[src/bridge_pwm_pkg.sv]
// shared types and constants for the enhanced bridge pwm output stage
package bridge_pwm_pkg;

   // ==========================================
   // control register layout
   localparam int CFG_MSB = 7;
   localparam int CFG_LSB = 6;
   localparam int DUTY_LO_MSB = 5;
   localparam int DUTY_LO_LSB = 4;
   localparam int POL_MSB = 3;
   localparam int POL_LSB = 0;
   localparam logic [7:0] CTRL_RESET = 8'h00;

   // polarity field: upper pair must read 11 for pwm, bit0 inverts a/c, bit1 inverts b/d
   localparam logic [1:0] POL_PWM_ON = 2'h3;
   localparam int POL_AC_LOW_BIT = 0;
   localparam int POL_BD_LOW_BIT = 1;

   // ==========================================
   // timing: one instruction cycle is four oscillator periods
   localparam int TOSC_PER_INSTR = 4;
   localparam int DUTY_W = 10;
   localparam int DB_CNT_W = 10;
   localparam logic [3:0] PS_LAST_1 = 4'h0;
   localparam logic [3:0] PS_LAST_4 = 4'h3;
   localparam logic [3:0] PS_LAST_16 = 4'hF;
   localparam logic [1:0] FINE_LAST = 2'h3;

   // output configurations
   typedef enum logic [1:0] {
      CFG_SINGLE = 2'h0,
      CFG_FULL_FWD = 2'h1,
      CFG_HALF = 2'h2,
      CFG_FULL_REV = 2'h3
   } out_cfg_t;

   // control register as software writes it
   typedef struct packed {
      out_cfg_t cfg;
      logic [1:0] duty_lo;
      logic [3:0] pol;
   } ctrl_t;

   // pin group: level per output and whether the pwm owns the pin
   typedef struct packed {
      logic [3:0] level;
      logic [3:0] own;
   } bridge_out_t;

endpackage

[src/deadband_delay.sv]
// turn-on delay for one half-bridge output; turn-off passes at once
`timescale 1ns/1ps
module deadband_delay (
   input wire logic mclk,
   input wire logic rst_n,
   input wire logic sig,
   input wire logic [bridge_pwm_pkg::DB_CNT_W-1:0] target,
   output logic q
);

   typedef struct packed {
      logic prev;
      logic [bridge_pwm_pkg::DB_CNT_W-1:0] cnt;
   } db_state_t;

   db_state_t st_r;
   db_state_t st_nxt;

   // ==========================================
   // count oscillator periods since the last inactive-to-active edge
   always_comb begin
      st_nxt = st_r;
      st_nxt.prev = sig;
      if (!sig) begin
         st_nxt.cnt = '0;
      end else if (!st_r.prev) begin
         st_nxt.cnt = {{(bridge_pwm_pkg::DB_CNT_W-1){1'b0}}, 1'b1};
      end else if (st_r.cnt < target) begin
         st_nxt.cnt = st_r.cnt + 1'b1;
      end
   end

   // a pulse shorter than the delay never shows, so the output stays off
   assign q = sig && ((target == '0) || (st_r.prev && st_r.cnt >= target));

   always_ff @(posedge mclk or negedge rst_n) begin
      if (!rst_n) begin
         st_r <= '0;
      end else begin
         st_r <= st_nxt;
      end
   end

endmodule

[src/enhanced_bridge_pwm.sv]
// enhanced pwm output stage driving single, half-bridge or full-bridge outputs
`timescale 1ns/1ps
module enhanced_bridge_pwm (
   input wire logic mclk,
   input wire logic rst_n,
   input wire logic timer_on,
   input wire logic [1:0] prescale_sel,
   input wire logic [7:0] period_register,
   input wire logic [7:0] duty_high_byte,
   input wire bridge_pwm_pkg::ctrl_t pwm_control_reg,
   input wire logic [7:0] deadband_delay_reg,
   output bridge_pwm_pkg::bridge_out_t pins,
   output logic period_wrap,
   output logic running
);

   typedef struct packed {
      logic [3:0] ps_cnt;
      logic [bridge_pwm_pkg::DUTY_W-1:0] fine_cnt;
      // period value in force for the running cycle; the timer never compares the live input
      logic [7:0] per;
      bridge_pwm_pkg::out_cfg_t cfg;
      logic [3:0] pol;
      logic [bridge_pwm_pkg::DUTY_W-1:0] duty;
      // deadband in use, and whether the duty boundary already loaded it this cycle
      logic [7:0] db;
      logic db_loaded;
      logic run;
      logic wrap;
      bridge_pwm_pkg::bridge_out_t pins;
   } pwm_state_t;

   pwm_state_t st_r;
   pwm_state_t st_nxt;

   logic pwm_on;
   logic tick;
   logic period_end;
   logic duty_end;
   logic raw_on;
   logic raw_off;
   logic dly_a;
   logic dly_b;
   logic [bridge_pwm_pkg::DB_CNT_W-1:0] db_target;
   logic [3:0] act;

   // ==========================================
   // helpers
   // last prescaler count for the selected ratio 1, 4 or 16
   function automatic logic [3:0] ps_last(input logic [1:0] sel);
      case (sel)
         2'h0: ps_last = bridge_pwm_pkg::PS_LAST_1;
         2'h1: ps_last = bridge_pwm_pkg::PS_LAST_4;
         default: ps_last = bridge_pwm_pkg::PS_LAST_16;
      endcase
   endfunction

   // apply polarity: a/c share one invert bit, b/d the other
   function automatic logic [3:0] polar(input logic [3:0] a, input logic [3:0] p);
      logic ac;
      logic bd;
      ac = p[bridge_pwm_pkg::POL_AC_LOW_BIT];
      bd = p[bridge_pwm_pkg::POL_BD_LOW_BIT];
      polar = a ^ {bd, ac, bd, ac};
   endfunction

   // ==========================================
   // timebase and boundaries
   // limitations a user must know:
   // - mode, polarity, duty and period move in only at a period end, so a change made
   //   while running shows up to one full period late
   // - the enable is shadowed only when switching on: switching off releases the pins two clocks later, without waiting for the period end, which is
   //   the safe direction for the power switches
   // - a duty at or above the period has no duty boundary, so a new deadband value then
   //   waits for the period end
   // the fine count steps once per prescale slot, so its low pair acts as the oscillator phase only at ratio 1
   assign pwm_on = (pwm_control_reg.pol[3:2] == bridge_pwm_pkg::POL_PWM_ON) && timer_on;
   // the prescaler compares with the live ratio; a change can stretch one slot to as many as twenty cycles
   assign tick = timer_on && (st_r.ps_cnt == ps_last(prescale_sel));
   // comparing with the shadowed period keeps the fine count from running past a
   // freshly lowered period and wrapping through its whole range
   assign period_end = tick
      && (st_r.fine_cnt == {st_r.per, bridge_pwm_pkg::FINE_LAST});
   assign duty_end = tick && (st_r.fine_cnt + 1'b1 == st_r.duty);
   assign raw_on = st_r.run && (st_r.fine_cnt < st_r.duty);
   assign raw_off = st_r.run && !raw_on;

   localparam int DB_CNT_W = bridge_pwm_pkg::DB_CNT_W;

   // delay in oscillator periods: four per instruction cycle, only in half-bridge
   // ten bits hold the largest delay, 255 instruction cycles of four periods each
   assign db_target = (st_r.cfg == bridge_pwm_pkg::CFG_HALF)
      ? DB_CNT_W'(st_r.db) * DB_CNT_W'(bridge_pwm_pkg::TOSC_PER_INSTR)
      : '0;

   // one turn-on delay per half-bridge output; out_b's runs from the fall of the raw pwm
   deadband_delay u_delay_a (
      .mclk(mclk),
      .rst_n(rst_n),
      .sig(raw_on),
      .target(db_target),
      .q(dly_a)
   );

   deadband_delay u_delay_b (
      .mclk(mclk),
      .rst_n(rst_n),
      .sig(raw_off),
      .target(db_target),
      .q(dly_b)
   );

   // ==========================================
   // next state
   always_comb begin
      st_nxt = st_r;
      act = 4'h0;
      st_nxt.wrap = period_end;
      // the prescaler holds while the timer is stopped, so its phase resumes where it left off
      if (timer_on) begin
         st_nxt.ps_cnt = tick ? 4'h0 : st_r.ps_cnt + 1'b1;
      end
      if (period_end) begin
         st_nxt.fine_cnt = '0;
      end else if (tick) begin
         st_nxt.fine_cnt = st_r.fine_cnt + 1'b1;
      end
      // deadband loads at the duty boundary if the cycle has one, and again at every period end
      if ((duty_end && !st_r.db_loaded) || period_end) begin
         st_nxt.db = deadband_delay_reg;
         st_nxt.db_loaded = !period_end;
      end
      // shadows move to active copies only at the period boundary, never mid-cycle
      if (period_end) begin
         st_nxt.per = period_register;
         st_nxt.cfg = pwm_control_reg.cfg;
         st_nxt.pol = pwm_control_reg.pol;
         st_nxt.duty = {duty_high_byte, pwm_control_reg.duty_lo};
         st_nxt.run = pwm_on;
      end
      // the run flag drops as soon as the stage is disabled; the pins let go a cycle later
      if (!pwm_on) begin
         st_nxt.run = 1'b0;
      end
      // active levels per configuration, before polarity
      // single drives out_a only; half pairs a with its complement on b; the two
      // full-bridge directions hold one pin on and modulate the diagonal partner
      case (st_r.cfg)
         bridge_pwm_pkg::CFG_SINGLE: begin
            act = {3'h0, raw_on};
            st_nxt.pins.own = 4'h1;
         end
         bridge_pwm_pkg::CFG_HALF: begin
            act = {2'h0, dly_b, dly_a};
            st_nxt.pins.own = 4'h3;
         end
         bridge_pwm_pkg::CFG_FULL_FWD: begin
            act = {raw_on, 2'h0, st_r.run};
            st_nxt.pins.own = 4'hF;
         end
         bridge_pwm_pkg::CFG_FULL_REV: begin
            act = {1'b0, st_r.run, raw_on, 1'b0};
            st_nxt.pins.own = 4'hF;
         end
         default: begin
            act = 4'h0;
            st_nxt.pins.own = 4'h0;
         end
      endcase
      // unowned pins still carry the polarity-inactive level, so a later claim starts clean
      if (!st_r.run) begin
         st_nxt.pins.own = 4'h0;
      end
      st_nxt.pins.level = polar(act, st_r.pol);
   end

   // ==========================================
   // state register
   // reset leaves the stage off, every pin released and all shadows empty
   always_ff @(posedge mclk or negedge rst_n) begin
      if (!rst_n) begin
         st_r <= '0;
      end else begin
         st_r <= st_nxt;
      end
   end

   // every output comes straight from a flip-flop
   assign pins = st_r.pins;
   assign period_wrap = st_r.wrap;
   assign running = st_r.run;

endmodule

[config.mk]
export PLATFORM = sky130hd
export DESIGN_NAME = enhanced_bridge_pwm
export DESIGN_NICKNAME = d
export VERILOG_FILES = /design/src/bridge_pwm_pkg.sv /design/src/deadband_delay.sv /design/src/enhanced_bridge_pwm.sv
export SDC_FILE = /design/constraint.sdc
export NUM_CORES = 1
export LEC_CHECK = 0
export BUFFER_PORTS_ARGS = -buffer_cell sky130_fd_sc_hd__buf_2
export CORE_AREA = 2 2 101 103
export CTS_BUF_LIST = sky130_fd_sc_hd__clkbuf_8
export CTS_CLUSTER_DIAMETER = 100
export DETAILED_ROUTE_END_ITERATION = 7
export DIE_AREA = 0 0 103 105
export PLACE_DENSITY = 0.6
export SKIP_CTS_REPAIR_TIMING = 1
export SYNTH_ARGS = -nofsm -noshare
export SYNTH_HDL_FRONTEND = slang
export SYNTH_SLANG_ARGS = --single-unit
export TNS_END_PERCENT = 20
[constraint.sdc]
create_clock -name mclk -period 6.4 [get_ports mclk]
set_clock_uncertainty 0.05 [all_clocks]
set_input_delay 0.64 -clock mclk [delete_from_list [all_inputs] [get_ports mclk]]
set_output_delay 0.64 -clock mclk [all_outputs]
set_load 0.1 [all_outputs]
==> results.md <==
- Area leader, netlist: dfrtp_1
- CTS max path bufs: 2
- Slowest CP cell: nor4_4
- Hold Worst Slack: 0.383 ns
- Relative slew slack: 36.4%
- Synth Cell Area: 4310 sq um
- Post-Syn Nets: 504
- Initial antenna violation count: 0
- # placed instances: 593
- Buf+Inv Stages, Crit Path: 3
- GRT overflow: 0
- Post-synthesis async set-or-reset flop share: 100%
- Peak supply drop: 0.158 mV
- Clock-pin slew on the worst setup and hold paths: 0.08 ns
- Port bufs: 46
- WL final: 9150 um
- Cell Chain, Critical Path: buf_2 > or4_1 > a221oi_2 > inv_1 > nor4_4 > buf_4 > mux2_2
- Synth area leaders: dfrtp_1 (44%), ha_1 (9.3%), mux2_2 (5.5%)
- Yosys warning total: 0
- Via count: 3244
- Die width: 103 um
- Die ar.: 10800 sq um
- Worst EP required: 6.59 ns
- Avg Cell Area, Syn: 9.91 sq um
- Pre-CTS setup slack: 2.42 ns
- I/O pin cnt: 47
- Slew @ Worst Pin: 0.955 ns
- Die Y-Extent: 105 um
- Number of diodes: 0
- Initial Utilization: 44.7%
- CP arrival: 3.84 ns
- Critical path's largest stage delay: 0.71 ns
- Routed wire per std cell: 15.1 um
- Area share of the largest cell type after synthesis: 44.1%
- Primary FF master, synth: dfrtp_1
- Non-Filler Instances: 608
- Antenna viol nets, final: 0
- Via/cell ratio: 5.34
- Root Buffer: clkbuf_8
- Core area: 9640 sq um
- Final Critical Period: 3.65 ns
- GP Congestion: 0.866
- Final setup fails: 0
- Maximum Capacitance Violations: 0
- First-pass GRT wire length: 15300 um
- Crit Path Class: input port to flip-flop
- Kind of cell adding the most delay to the critical path: simple AND/OR/NAND/NOR gates
- Post-synth top cells: dfrtp_1 (76), nand2_1 (46), nor2_1 (34)
- DRC Markers: 0
- Seq/Total Area, Yosys: 44.1%
- Synthesized instance count: 435
- Final net count: 540
- Post-synth EDFFs: 0
- Status: finished clean
- GRT Util Overall: 18.5%
- Leakage power: 2.25 nW
- Cell Pwr Density: 310 nW/um^2
- Htree depth: 3
- Vias in the first global route: 3201
- Drt first-iter violations: 93
- Largest net degree at the start of global routing: 77
- Final Slew Violations: 0
- Setup TNS: 0 ns
- CTS tree: built
- Layout cells sized above 1: 17.9%
- Path type of the worst min-delay path: input port to asynchronous set/reset pin
- 1st-pass router iterations: 4
- Flops & latches, synth: 76
- Max frequency: 0.274 GHz
- Row cnt: 36
- DP HPWL: 6650 um
- Worst Setup Start Kind: input port
- RSZ-0062 raised after global routing: false
- Number of CTS-inserted buffers: 9
- Crit share post-route: 57.0%
- Yosys cell types: 47
- PnR worst setup slack: 2.75 ns
- Worst skew pair latency: 0.36 ns
- Synth-to-layout area growth: 11.2%
- Nature of the critical path endpoint: flip-flop
- Clk sinks: 76
- Fin. Hold Viols: 0
- Most frequent cell after synthesis: dfrtp_1
- Crit-path max FO: 29
## worst reg2reg max path, delay by kind of cell, from the launching register on
kind	cells	cell delay, ns
and+or+nand+nor	2	1.21
buffers and inverters	2	0.75
AOI/OAI and AO/OA	1	0.69
DFF	1	0.43
muxes	1	0.39
## state kept, by name, summed over array words and instances, names as in the netlist
signal and count:
u_delay_a.st_r 11, period_wrap 1, u_delay_b.st_r 11, running 1
st_r 45, pins 7
## power breakdown
| part | internal, mW | total [mW] | switching (mW) | leakage (nW) |
|---|---|---|---|---|
| clock network | 0.184 | 0.359 | 0.175 | 0.106 |
| registers | 0.581 | 0.679 | 0.0977 | 0.996 |
| logic | 0.184 | 0.446 | 0.262 | 1.15 |
| total | 0.949 | 1.48 | 0.534 | 2.25 |
## metal layers
layer / up-vias / global-route usage, % / wire [um]
met4: 0 / 4.70 / 121
met3: 12 / 5.82 / 405
met1: 1582 / 21.7 / 3750
met5: - / 0 / 0
met2: 65 / 32.3 / 4870
li1: 1585 / - / -
## cell usage in the layout, fill, tap and decap left out, types with 6 or more instances in the layout
cell type	netlist	final
nand3_1	16	16
dfrtp_1	76	76
mux2_2	21	21
a21oi_1	19	19
xnor2_1	25	25
inv_1	24	27
o21ai_0	26	26
buf_2	1	45
xor2_1	21	21
ha_1	32	32
nor2_1	34	34
nand4_1	17	17
clkbuf_8	0	10
nand2_1	46	46
and3_1	6	6
## worst paths after layout
path                                 endpoint  cells past startpoint  slack (ns)               start
max                                  st_r[35]                      7        2.75     prescale_sel[1]
max in group asynchronous  u_delay_b.st_r[10]                      1        5.30               rst_n
max reg2reg                          st_r[35]                      6        2.76            st_r[53]
min reg2reg                 u_delay_a.st_r[0]                      1        0.41  u_delay_a.st_r[10]
min                                  st_r[30]                      1        0.38               rst_n
min in group mclk           u_delay_a.st_r[0]                      1        0.41  u_delay_a.st_r[10]
## area by class of cell
type / count / area, sq um
sequential: 76 / 1900
inverter: 25 / 93.8
tap: 133 / 166
multi-input combinational: 312 / 2210
clock inverter: 5 / 46.3
clock buffer: 10 / 138
fill: 940 / 4850
timing repair buffer: 47 / 240
## through the flow
| stage | instance area [sq um] | utilization, % | total power [mW] |
|---|---|---|---|
| 2_1_floorplan | 4310 | - | 1.03 |
| 3_3_place_gp | 4610 | 47.8 | 1.12 |
| 3_5_place_dp | 4610 | 47.8 | 1.13 |
| 4_1_cts | 4790 | 49.7 | 1.50 |
| 5_1_grt | 4790 | 49.7 | 1.58 |
| 6_report | 4790 | 49.7 | 1.48 |
## cell families (layout without fill, tap and decap cells)
group                      count (synthesis)  in the layout  share of synthesized area (%)
xor gates and xnor gates                  46             46                           9.35
DFF                                       76             76                           44.1
and+or+nand+nor                          135            135                           14.9
AOI/OAI and AO/OA                         75             75                           11.2
muxes                                     24             24                           6.21
buffers and inverters                     47             87                           4.91
adders and majority gates                 32             32                           9.29
Note: power is estimated with default switching activity, not from simulation.
